**src/verilog/fccc_defines.vh**
```
`ifndef FCCC_DEFINES_VH
`define FCCC_DEFINES_VH
`define FCCC_BASE_BLOCKING 10'h200
`define FCCC_BASE_NONBLOCKING 10'h300
`define FCCC_IDX_COUNT_HIGH 8'hC4
`define FCCC_IDX_COUNT_LOW 8'hC5
`define FCCC_IDX_RUN_FAST 8'hC6
`define FCCC_IDX_WRAP_TOGGLE 8'hC7
`define FCCC_IDX_PIN_ACTION 8'hC8
`define FCCC_IDX_EDGE_SELECT 8'hC9
`define FCCC_IDX_CHANNEL_FLAG 8'hCC
`define FCCC_IDX_WRAP_FLAG 8'hCD
`define FCCC_IDX_VALUE_FIRST 8'hCE
`define FCCC_IDX_VALUE_LAST 8'hD5
`define FCCC_IDX_ACCUM_FIRST 8'hE2
`define FCCC_IDX_ACCUM_LAST 8'hE3
`define FCCC_BIT_RUN 7
`define FCCC_BIT_FAST 4
`define FCCC_BIT_WRAP_FLAG 7
`define FCCC_RESET_BYTE 8'h00
`define FCCC_RESET_NIBBLE 4'h0
`define FCCC_COUNT_ALL_ONES 16'hFFFF
`define FCCC_COUNT_ZERO 16'h0000
`define FCCC_ACT_NONE 2'h0
`define FCCC_ACT_TOGGLE 2'h1
`define FCCC_ACT_CLEAR 2'h2
`define FCCC_ACT_SET 2'h3
`endif

```
**src/verilog/fccc_chan.v**
```verilog
`timescale 1ns/1ps
`default_nettype none
`include "fccc_defines.vh"
module fccc_chan
(
    input wire pclk,
    input wire presetn,
    input wire run,
    input wire [1:0] action,
    input wire [1:0] edge_sel,
    input wire toggle_on_wrap_bit,
    input wire is_output,
    input wire match,
    input wire force_act,
    input wire wrap,
    input wire pin_in,
    output reg compare_output_line,
    output reg pin_oe_n,
    output reg capture_event
);
    reg pin_meta;
    reg pin_sync;
    reg pin_prev;
    reg next_out;
    wire rise;
    wire fall;
    wire wrap_toggle;

    // Metastability guard: only pin_sync reads pin_meta
    always @(posedge pclk or negedge presetn)
    begin
        if (!presetn)
        begin
            pin_meta <= 1'b0;
            pin_sync <= 1'b0;
            pin_prev <= 1'b0;
        end
        else
        begin
            pin_meta <= pin_in;
            pin_sync <= pin_meta;
            pin_prev <= pin_sync;
        end
    end

    assign rise = pin_sync & ~pin_prev;
    assign fall = ~pin_sync & pin_prev;
    assign wrap_toggle = wrap & toggle_on_wrap_bit & is_output;

    always @*
    begin
        next_out = compare_output_line;
        if (wrap_toggle)
        begin
            next_out = ~compare_output_line;
        end
        else if (force_act || match)
        begin
            case (action)
                `FCCC_ACT_TOGGLE: next_out = ~compare_output_line;
                `FCCC_ACT_CLEAR: next_out = 1'b0;
                `FCCC_ACT_SET: next_out = 1'b1;
                default: next_out = compare_output_line;
            endcase
        end
    end

    always @(posedge pclk or negedge presetn)
    begin
        if (!presetn)
        begin
            compare_output_line <= 1'b0;
            pin_oe_n <= 1'b1;
            capture_event <= 1'b0;
        end
        else
        begin
            compare_output_line <= next_out;
            pin_oe_n <= ~(action[1] | action[0]);
            // Capture only while running, and never on an output channel
            capture_event <= run & ~is_output & ((edge_sel[0] & rise) | (edge_sel[1] & fall));
        end
    end
endmodule
`default_nettype wire

```
**src/verilog/fccc_top.v**
```verilog
`timescale 1ns/1ps
`default_nettype none
`include "fccc_defines.vh"
module fccc_top
(
    input wire pclk,
    input wire presetn,
    input wire psel,
    input wire penable,
    input wire pwrite,
    input wire [11:0] paddr,
    input wire [31:0] pwdata,
    input wire [3:0] pstrb,
    output reg [31:0] prdata,
    output reg pready,
    output reg pslverr,
    input wire [15:0] counter_value,
    input wire [3:0] channel_match,
    input wire [3:0] force_compare,
    input wire [3:0] channel_is_output,
    input wire [3:0] timer_channel_pin_in,
    output wire [3:0] compare_output_line,
    output wire [3:0] timer_channel_pin_oe_n,
    output wire [3:0] capture_event,
    output reg timer_run_enable,
    output reg fast_flag_clear_all,
    output reg count_wrap_event,
    output reg [3:0] channel_flag_clear,
    output reg wrap_flag_clear,
    output reg pulse_accum_flag_clear
);
    reg [3:0] wrap_toggle_enables;
    reg [7:0] compare_pin_action;
    reg [7:0] capture_edge_select;
    reg [15:0] count_prev;
    reg wrap_pulse;
    reg [7:0] next_rdata;
    reg next_err;
    reg [3:0] next_chan_clear;
    reg next_wrap_clear;
    reg next_accum_clear;
    wire [9:0] index;
    wire [7:0] offset;
    wire in_window;
    wire access_done;
    wire do_write;
    wire do_read;
    wire is_value;
    wire [2:0] value_pos;
    wire [3:0] value_chan;
    wire is_accum;
    wire is_count;
    wire wrap_now;
    wire [9:0] base_blocking;
    wire [9:0] base_nonblocking;
    wire value_is_output;

    // Byte address is four times the global register index
    assign index = paddr[11:2];
    assign offset = index[7:0];
    assign base_blocking = `FCCC_BASE_BLOCKING;
    assign base_nonblocking = `FCCC_BASE_NONBLOCKING;
    assign in_window = (index[9:8] == base_blocking[9:8])
                     | (index[9:8] == base_nonblocking[9:8]);
    assign access_done = psel & penable & pready;
    assign do_write = access_done & pwrite;
    assign do_read = access_done & ~pwrite;
    assign is_count = (offset == `FCCC_IDX_COUNT_HIGH) | (offset == `FCCC_IDX_COUNT_LOW);
    assign is_value = (offset >= `FCCC_IDX_VALUE_FIRST) & (offset <= `FCCC_IDX_VALUE_LAST);
    assign is_accum = (offset >= `FCCC_IDX_ACCUM_FIRST) & (offset <= `FCCC_IDX_ACCUM_LAST);
    // Two bytes per channel value, channel 3 first
    assign value_pos = offset[3:1] - 3'h7;
    assign value_chan = 4'h8 >> value_pos[1:0];
    assign value_is_output = channel_is_output[value_pos[1:0] ^ 2'h3];

    // Fixed one-wait-state answer
    always @(posedge pclk or negedge presetn)
    begin
        if (!presetn)
        begin
            pready <= 1'b0;
            prdata <= 32'h00000000;
            pslverr <= 1'b0;
        end
        else
        begin
            pready <= psel & penable & ~pready;
            if (psel & penable & ~pready)
            begin
                prdata <= {24'h000000, next_rdata};
                pslverr <= next_err;
            end
        end
    end

    always @*
    begin
        next_rdata = `FCCC_RESET_BYTE;
        next_err = 1'b0;
        if (!in_window)
        begin
            next_err = 1'b1;
        end
        else if (offset == `FCCC_IDX_RUN_FAST)
        begin
            next_rdata = {timer_run_enable, 2'b00, fast_flag_clear_all, 4'h0};
        end
        else if (offset == `FCCC_IDX_WRAP_TOGGLE)
        begin
            next_rdata = {4'h0, wrap_toggle_enables};
        end
        else if (offset == `FCCC_IDX_PIN_ACTION)
        begin
            next_rdata = compare_pin_action;
        end
        else if (offset == `FCCC_IDX_EDGE_SELECT)
        begin
            next_rdata = capture_edge_select;
        end
        else if (offset == `FCCC_IDX_COUNT_HIGH)
        begin
            next_rdata = counter_value[15:8];
        end
        else if (offset == `FCCC_IDX_COUNT_LOW)
        begin
            next_rdata = counter_value[7:0];
        end
        else if (offset == `FCCC_IDX_CHANNEL_FLAG || offset == `FCCC_IDX_WRAP_FLAG)
        begin
            next_rdata = `FCCC_RESET_BYTE;
        end
        else if (is_value || is_accum)
        begin
            next_rdata = `FCCC_RESET_BYTE;
        end
        else
        begin
            next_err = 1'b1;
        end
    end

    // Control registers; writes land at the completing edge
    always @(posedge pclk or negedge presetn)
    begin
        if (!presetn)
        begin
            timer_run_enable <= 1'b0;
            fast_flag_clear_all <= 1'b0;
            wrap_toggle_enables <= `FCCC_RESET_NIBBLE;
            compare_pin_action <= `FCCC_RESET_BYTE;
            capture_edge_select <= `FCCC_RESET_BYTE;
        end
        else if (do_write && in_window && pstrb[0])
        begin
            if (offset == `FCCC_IDX_RUN_FAST)
            begin
                timer_run_enable <= pwdata[`FCCC_BIT_RUN];
                fast_flag_clear_all <= pwdata[`FCCC_BIT_FAST];
            end
            else if (offset == `FCCC_IDX_WRAP_TOGGLE)
            begin
                wrap_toggle_enables <= pwdata[3:0];
            end
            else if (offset == `FCCC_IDX_PIN_ACTION)
            begin
                compare_pin_action <= pwdata[7:0];
            end
            else if (offset == `FCCC_IDX_EDGE_SELECT)
            begin
                capture_edge_select <= pwdata[7:0];
            end
        end
    end

    // Flag-clear strobes for the flag registers kept elsewhere
    always @*
    begin
        next_chan_clear = 4'h0;
        next_wrap_clear = 1'b0;
        next_accum_clear = 1'b0;
        if (access_done && in_window)
        begin
            if (do_write && pstrb[0] && offset == `FCCC_IDX_CHANNEL_FLAG)
            begin
                next_chan_clear = pwdata[3:0];
            end
            if (do_write && pstrb[0] && offset == `FCCC_IDX_WRAP_FLAG)
            begin
                next_wrap_clear = pwdata[`FCCC_BIT_WRAP_FLAG];
            end
            if (fast_flag_clear_all)
            begin
                // Capture reads and compare writes clear the channel flag
                if (is_value && ((do_read && !value_is_output) || (do_write && value_is_output)))
                begin
                    next_chan_clear = next_chan_clear | value_chan;
                end
                if (is_count)
                begin
                    next_wrap_clear = 1'b1;
                end
                if (is_accum)
                begin
                    next_accum_clear = 1'b1;
                end
            end
        end
    end

    // Wrap seen only while running; counter_value wrapping while stopped raises no event
    assign wrap_now = timer_run_enable & (count_prev == `FCCC_COUNT_ALL_ONES)
                    & (counter_value == `FCCC_COUNT_ZERO);

    always @(posedge pclk or negedge presetn)
    begin
        if (!presetn)
        begin
            count_prev <= `FCCC_COUNT_ZERO;
            wrap_pulse <= 1'b0;
            count_wrap_event <= 1'b0;
            channel_flag_clear <= 4'h0;
            wrap_flag_clear <= 1'b0;
            pulse_accum_flag_clear <= 1'b0;
        end
        else
        begin
            count_prev <= counter_value;
            wrap_pulse <= wrap_now;
            count_wrap_event <= wrap_now;
            channel_flag_clear <= next_chan_clear;
            wrap_flag_clear <= next_wrap_clear;
            pulse_accum_flag_clear <= next_accum_clear;
        end
    end

    // One channel slice per pin; a stopped timer lets no match through
    fccc_chan u_chan0
    (
        .pclk(pclk),
        .presetn(presetn),
        .run(timer_run_enable),
        .action(compare_pin_action[1:0]),
        .edge_sel(capture_edge_select[1:0]),
        .toggle_on_wrap_bit(wrap_toggle_enables[0]),
        .is_output(channel_is_output[0]),
        .match(channel_match[0] & timer_run_enable),
        .force_act(force_compare[0]),
        .wrap(wrap_pulse),
        .pin_in(timer_channel_pin_in[0]),
        .compare_output_line(compare_output_line[0]),
        .pin_oe_n(timer_channel_pin_oe_n[0]),
        .capture_event(capture_event[0])
    );

    fccc_chan u_chan1
    (
        .pclk(pclk),
        .presetn(presetn),
        .run(timer_run_enable),
        .action(compare_pin_action[3:2]),
        .edge_sel(capture_edge_select[3:2]),
        .toggle_on_wrap_bit(wrap_toggle_enables[1]),
        .is_output(channel_is_output[1]),
        .match(channel_match[1] & timer_run_enable),
        .force_act(force_compare[1]),
        .wrap(wrap_pulse),
        .pin_in(timer_channel_pin_in[1]),
        .compare_output_line(compare_output_line[1]),
        .pin_oe_n(timer_channel_pin_oe_n[1]),
        .capture_event(capture_event[1])
    );

    fccc_chan u_chan2
    (
        .pclk(pclk),
        .presetn(presetn),
        .run(timer_run_enable),
        .action(compare_pin_action[5:4]),
        .edge_sel(capture_edge_select[5:4]),
        .toggle_on_wrap_bit(wrap_toggle_enables[2]),
        .is_output(channel_is_output[2]),
        .match(channel_match[2] & timer_run_enable),
        .force_act(force_compare[2]),
        .wrap(wrap_pulse),
        .pin_in(timer_channel_pin_in[2]),
        .compare_output_line(compare_output_line[2]),
        .pin_oe_n(timer_channel_pin_oe_n[2]),
        .capture_event(capture_event[2])
    );

    fccc_chan u_chan3
    (
        .pclk(pclk),
        .presetn(presetn),
        .run(timer_run_enable),
        .action(compare_pin_action[7:6]),
        .edge_sel(capture_edge_select[7:6]),
        .toggle_on_wrap_bit(wrap_toggle_enables[3]),
        .is_output(channel_is_output[3]),
        .match(channel_match[3] & timer_run_enable),
        .force_act(force_compare[3]),
        .wrap(wrap_pulse),
        .pin_in(timer_channel_pin_in[3]),
        .compare_output_line(compare_output_line[3]),
        .pin_oe_n(timer_channel_pin_oe_n[3]),
        .capture_event(capture_event[3])
    );
endmodule
`default_nettype wire

```
**config.mk**
```make
export PLATFORM = sky130hd
export DESIGN_NAME = fccc_top
export DESIGN_NICKNAME = d
export VERILOG_FILES = /design/src/verilog/fccc_chan.v /design/src/verilog/fccc_top.v
export VERILOG_INCLUDE_DIRS = /design/src /design/src/verilog
export SDC_FILE = /design/constraint.sdc
export NUM_CORES = 1
export LEC_CHECK = 0
export BUFFER_PORTS_ARGS = -buffer_cell sky130_fd_sc_hd__buf_2
export CORE_MARGIN = 3
export CORE_UTILIZATION = 40
export CTS_CLUSTER_DIAMETER = 60
export DETAILED_ROUTE_END_ITERATION = 10
export HOLD_SLACK_MARGIN = 0.15
export PLACE_DENSITY = 0.67
export SLEW_MARGIN = 20
export SYNTH_ARGS = -nofsm -noshare
export SYNTH_HDL_FRONTEND = slang
export SYNTH_SLANG_ARGS = --single-unit
export TNS_END_PERCENT = 50
```
**constraint.sdc**
```tcl
create_clock -name pclk -period 2.13 [get_ports pclk]
set_input_delay 0.1065 -clock pclk [delete_from_list [all_inputs] [get_ports pclk]]
set_output_delay 0.1065 -clock pclk [all_outputs]
set_load 0.05 [all_outputs]
```
# Word level (Yosys, flattened, before mapping)
# Cells that the tools add are included.
# word_totals
regBits	79
inputBits	85
word_cells	225
# op_classes
n_addsub	1
magnitude_cmp	5
eq_ne	23
shift	1
muxes	42
bitwise_logic	82
n_reduce_logical	34
# ops
operator	n
8-bit == test, second input constant	8
8-bit two-way mux	7
1-bit AND	45
1-bit two-way mux	25
1-bit NOT	25
2-bit == test, second input constant	10
4-bit two-way mux	5
16-bit == test, second input constant	1
8-bit greater-or-equal comparator, second input constant	2
8-bit <= comparator, second input constant	2
16-bit logical NOT	1
4-bit nonzero test	4
1-bit case mux with 3 select lines	4
1-bit bitwise OR	10
2-bit AND reduction	5
1-bit logical AND	9
2-bit by 1-bit == test with 1-bit output, second input constant	4
2-bit nonzero test	4
1-bit logical OR	7
5-bit AND reduction	1
4-bit bitwise OR	1
4-bit AND reduction	1
4-bit by 2-bit right shift with 4-bit output, first input constant	1
2-bit by 3-bit less-than comparator with 1-bit output, second input constant	1
5 further kinds	5

# Depth between registers and ports, before layout
# logic_depth
word_depth	12
depth_mapped	7
ltp_nobuf	6

# By module
# A second synthesis with hierarchy kept.
# unflattened
cells_unflattened	326
hier_area_um2	3818.7
# by_module_without_submodules
module	instances	cells_per_inst	area_each_um2
fccc_top	1	242	2802.7
fccc_chan	4	21	254.0

# Worst setup path before layout
# OpenSTA, ideal clock, no wires.
# synth_timing
path_kind	register to register
from	register pready
to	register capture_edge_select[0]
arrival_ns	1.824
setup_slack_ns	0.181
stages_incl_launch_ff	5
synth_period_minus_slack_ns	1.949
cell_sequence	dfrtp_1 and4_1 and3_1 nor3b_4 mux2_2
# synth_between
elab_chain_cells	5
# synth_rtl
item	line_no	rtl
from (decl)	fccc_top.v:15	output reg pready,
from (signal assigned)	fccc_top.v:87	pready <= psel & penable & ~pready;
1-bit AND	fccc_top.v:65	assign access_done = psel & penable & pready;
1-bit AND	fccc_top.v:66	assign do_write = access_done & pwrite;
1-bit logical AND (2 in a row)	fccc_top.v:153	else if (do_write && in_window && pstrb[0])
5-bit AND reduction (no line)	--	
to (signal assigned)	fccc_top.v:151	capture_edge_select <= `FCCC_RESET_BYTE;
to (signal assigned)	fccc_top.v:170	capture_edge_select <= pwdata[7:0];
to (decl)	fccc_top.v:34	reg [7:0] capture_edge_select;
# No other way between the ends.
# A chain may end at the register's enable or synchronous reset.

# Final worst setup path
# layout_timing
from	input port paddr[5]
to	register capture_edge_select[6]
# layout_between
elab_chain_cells	3
word_cells_on_any_way	8
classes_between	eq/ne (4); bitwise (3); reduce/logical (1)
# layout_rtl
item	line_no	rtl
from (decl)	fccc_top.v:11	input wire [11:0] paddr,
8-bit == test (no line)	--	
1-bit NOT (no line)	--	
5-bit AND reduction (no line) (*)	--	
# Mark *: on every way between the ends. The rest lies on a longest branch, timed or not.

==> impl_metrics.ini <==
[status]
status = completed

[die]
pin_count = 140
core_um2 = 8930
die_width_um = 103
die_h_um = 103
start_util_pct = 42.3
die_area_um2 = 10600
num_rows = 34

[critical_path]
cpPeakStageDelay_ns = 0.54
r2r_slack_ns = 0.36
arrival_ns = 2.17
r2r_cells = 5
cp-start-kind = primary input
crit_type = in2reg
cp_max_fo = 9
r2r_end = capture_edge_select[6]
crit_slowest_cell = dlygate4sd3_1
cp-startpoint = paddr[5]
cp-endpoint = capture_edge_select[6]
crit_chain = dlygate4sd3_1, buf_2, nand2b_1, or4_4, nor3b_4, buf_4, mux2_2
crit_path_end_kind = flip-flop
r2r-start = pready
cp_data_required_time_ns = 2.35

[timing]
tightest_slew_ns = 0.574
min_period_ns = 1.95
hold_viol = 0
setup-tns-final_ns = 0
fin_crit_sh_pct = 91.6
setup_viol = 0
fin_worst_skew_ns = 0.0102
final_max_slew_viol_count = 0
max_freq_mhz = 512
grt_setup_unrepaired = false
slew_headroom_pct = 61.8
whs_ns = 0.210

[grt]
grt_max_degree = 47
grt_pass1_vias = 2770
antenna_found_initial = 0
grt_pass1_wl_mm = 14.0
grt_overflow = 0
grt_usage_pct = 17.7

[clock_tree]
clock_path_buffers = 2
clk_pin_slew_worst_paths_ns = 0.07
cts_tree = built
cts_root_buf = clkbuf_8
clkSinkCount = 79
clk_latency_ns = 0.34
ctsHtreeMaxLevel = 3
cts_buffers = 9
post_cts_buffers = 0

[synth]
avgSynthCellArea_um2 = 11.7
syn-cell-area_um2 = 3780
ys_ff_latch = 79
async_flop_share_pct = 100
syn-instance-count = 324
synth_edf_count = 0
synthDistinctLibCells = 51
yosys_warnings = 0
ys.flop_type = dfrtp_1
ys_seq_area_share_pct = 52.5

[placed_design]
gp_congestion = 0.825
post-place-cells = 507
dpl.hpwl_mm = 6.56
port_buffers = 85

[final_layout]
layout.cells.non_filler = 561
synthToLayoutAreaGrowth_pct = 26.9
layout-drive-gt1-share_pct = 31.6
diodes = 0
fill_cells = 789
nNetsFinal = 545

[drt]
antenna_left = 0
num_vias = 2863
vias_per_cell = 5.10
post_drt_wl_per_cell_um = 16.2
drc = 0
routed_wl_mm = 9.08
first_pass_iters = 7
initialDrtViolationCount = 141

[worst_hold_path]
hp-class = in2reg

[power_and_ir_drop]
cellLeakagePower_nw = 2.40
peakVddDrop_mv = 0.449
power_density_nw_per_um2 = 635

[run]
maxCapViolations = 0
-- state kept, by name (all words and copies together) (netlist names), 4 cells and up --
name	cells
count_prev	16
capture_edge_select	8
compare_pin_action	8
prdata	8
wrap_toggle_enables	4
channel_flag_clear	4
-- power by group --
group	internal (mW)	switching, mW	total, mW
Combinational	0.129	0.249	0.378
Clock	0.605	0.514	1.12
Sequential	1.53	0.0146	1.55
Total	2.27	0.777	3.04
-- through the flow --
stage                     cell area [µm²]  util, %  worst slack (ns)  power (mW)
final                                4790     53.7             0.178        3.04
after global routing                 4790     53.7             0.106        3.16
after CTS                            4790     53.7             0.208        3.06
after detailed placement             4210     47.2             0.239        1.90
after global placement               4210     47.2             0.259        1.89
after floorplan                      3860        -             0.181        1.80
-- final cells by class --
| type | instances | area (µm²) | share of cell area [%] |
|---|---|---|---|
| flip-flops and latches | 79 | 1980 | 41.3 |
| multi-input cells | 209 | 1530 | 31.8 |
| clock inverters | 3 | 42.5 | 0.887 |
| clock buffers | 13 | 159 | 3.31 |
| well taps | 108 | 135 | 2.82 |
| inverters | 14 | 52.6 | 1.10 |
| repair buffers | 135 | 898 | 18.7 |
-- cells by family (layout without fill, tap and decap cells) --
logic type	count (synthesis)	after routing	share of synthesized area, %
compound gates	47	47	8.94
fa+ha+maj	12	12	3.97
buf+inv	59	165	9.47
other cells	1	24	0.0992
mux	37	37	10.9
simple gates	88	88	14.0
flops	79	79	52.5
xor+xnor	1	1	0.232
-- critical path: cells and delay by family --
kind	cells	cell delay [ns]
buffers and inverters	3	0.95
multiplexers	1	0.35
AND/OR/NAND/NOR	3	0.76
-- worst min-delay path by stage --
stage / start / end / slack, ns / cells after the start
finish: paddr[3] / channel_flag_clear[3] / 0.21 / 3
global placement: presetn / u_chan0.pin_meta / 0.14 / 1
detailed placement: presetn / u_chan0.pin_meta / 0.14 / 1
floorplan: presetn / capture_edge_select[0] / -0.19 / 0
global route: paddr[3] / channel_flag_clear[3] / 0.23 / 3
CTS: pstrb[0] / wrap_flag_clear / 0.19 / 4
-- synth_stat cells (2+ instances only) --
cell type / count / area, µm²
nor2_1: 4 / 15.0
o21ai_0: 5 / 25.0
nand4b_1: 3 / 26.3
o22ai_1: 12 / 75.1
a21oi_1: 3 / 15.0
nor2b_1: 3 / 18.8
nand2_1: 28 / 105
nand3b_1: 2 / 15.0
a21o_1: 3 / 22.5
nor3b_4: 2 / 37.5
dfstp_2: 4 / 105
inv_1: 14 / 52.6
ha_1: 12 / 150
buf_1: 2 / 7.51
dfrtp_1: 75 / 1880
a22oi_1: 6 / 45.0
nand4_1: 4 / 25.0
a22o_1: 4 / 35.0
nor4_1: 7 / 43.8
and3_1: 2 / 12.5
nor4b_1: 2 / 17.5
nand3_1: 14 / 70.1
clkbuf_1: 6 / 22.5
nand2b_1: 2 / 12.5
and3b_1: 4 / 35.0
mux2_2: 22 / 248
mux2i_1: 14 / 140
o22a_1: 3 / 26.3
o311ai_0: 5 / 43.8
buf_4: 36 / 270
-- per-layer routing --
layer | part of all wire (%) | GRT usage, % | vias up
met3 | 7.5 | 4.69 | 8
met4 | 1.0 | 4.58 | 0
li1 | - | - | 1356
met1 | 41 | 22.0 | 1369
met2 | 50 | 30.6 | 130
met5 | 0 | 0 | -
-- cell usage in the layout, fill, tap and decap left out, types with 2 or more instances in the layout --
cell type	Yosys	final
buf_2	1	84
dfrtp_1	75	75
dlygate4sd3_1	0	38
nand2_1	28	28
conb_1	1	24
mux2_2	22	22
inv_1	14	14
nand3_1	14	14
mux2i_1	14	14
buf_4	36	13
o22ai_1	12	12
ha_1	12	12
clkbuf_8	0	11
nor4_1	7	7
a22oi_1	6	6
o21ai_0	5	5
o311ai_0	5	5
nand4_1	4	4
a22o_1	4	4
and3b_1	4	4
nor2_1	4	4
dfstp_2	4	4
a21oi_1	3	3
nand4b_1	3	3
nor2b_1	3	3
a21o_1	3	3
o22a_1	3	3
nand3b_1	2	2
nor4b_1	2	2
nand2b_1	2	2
and3_1	2	2
nor3b_4	2	2
clkbuf_1	6	2
-- what timing repair did --
action	CTS	global route
endpoints found under the hold margin	97	0
resized for setup	0	0
hold buffers	38	0
Note: power is estimated with default switching activity, not from simulation.
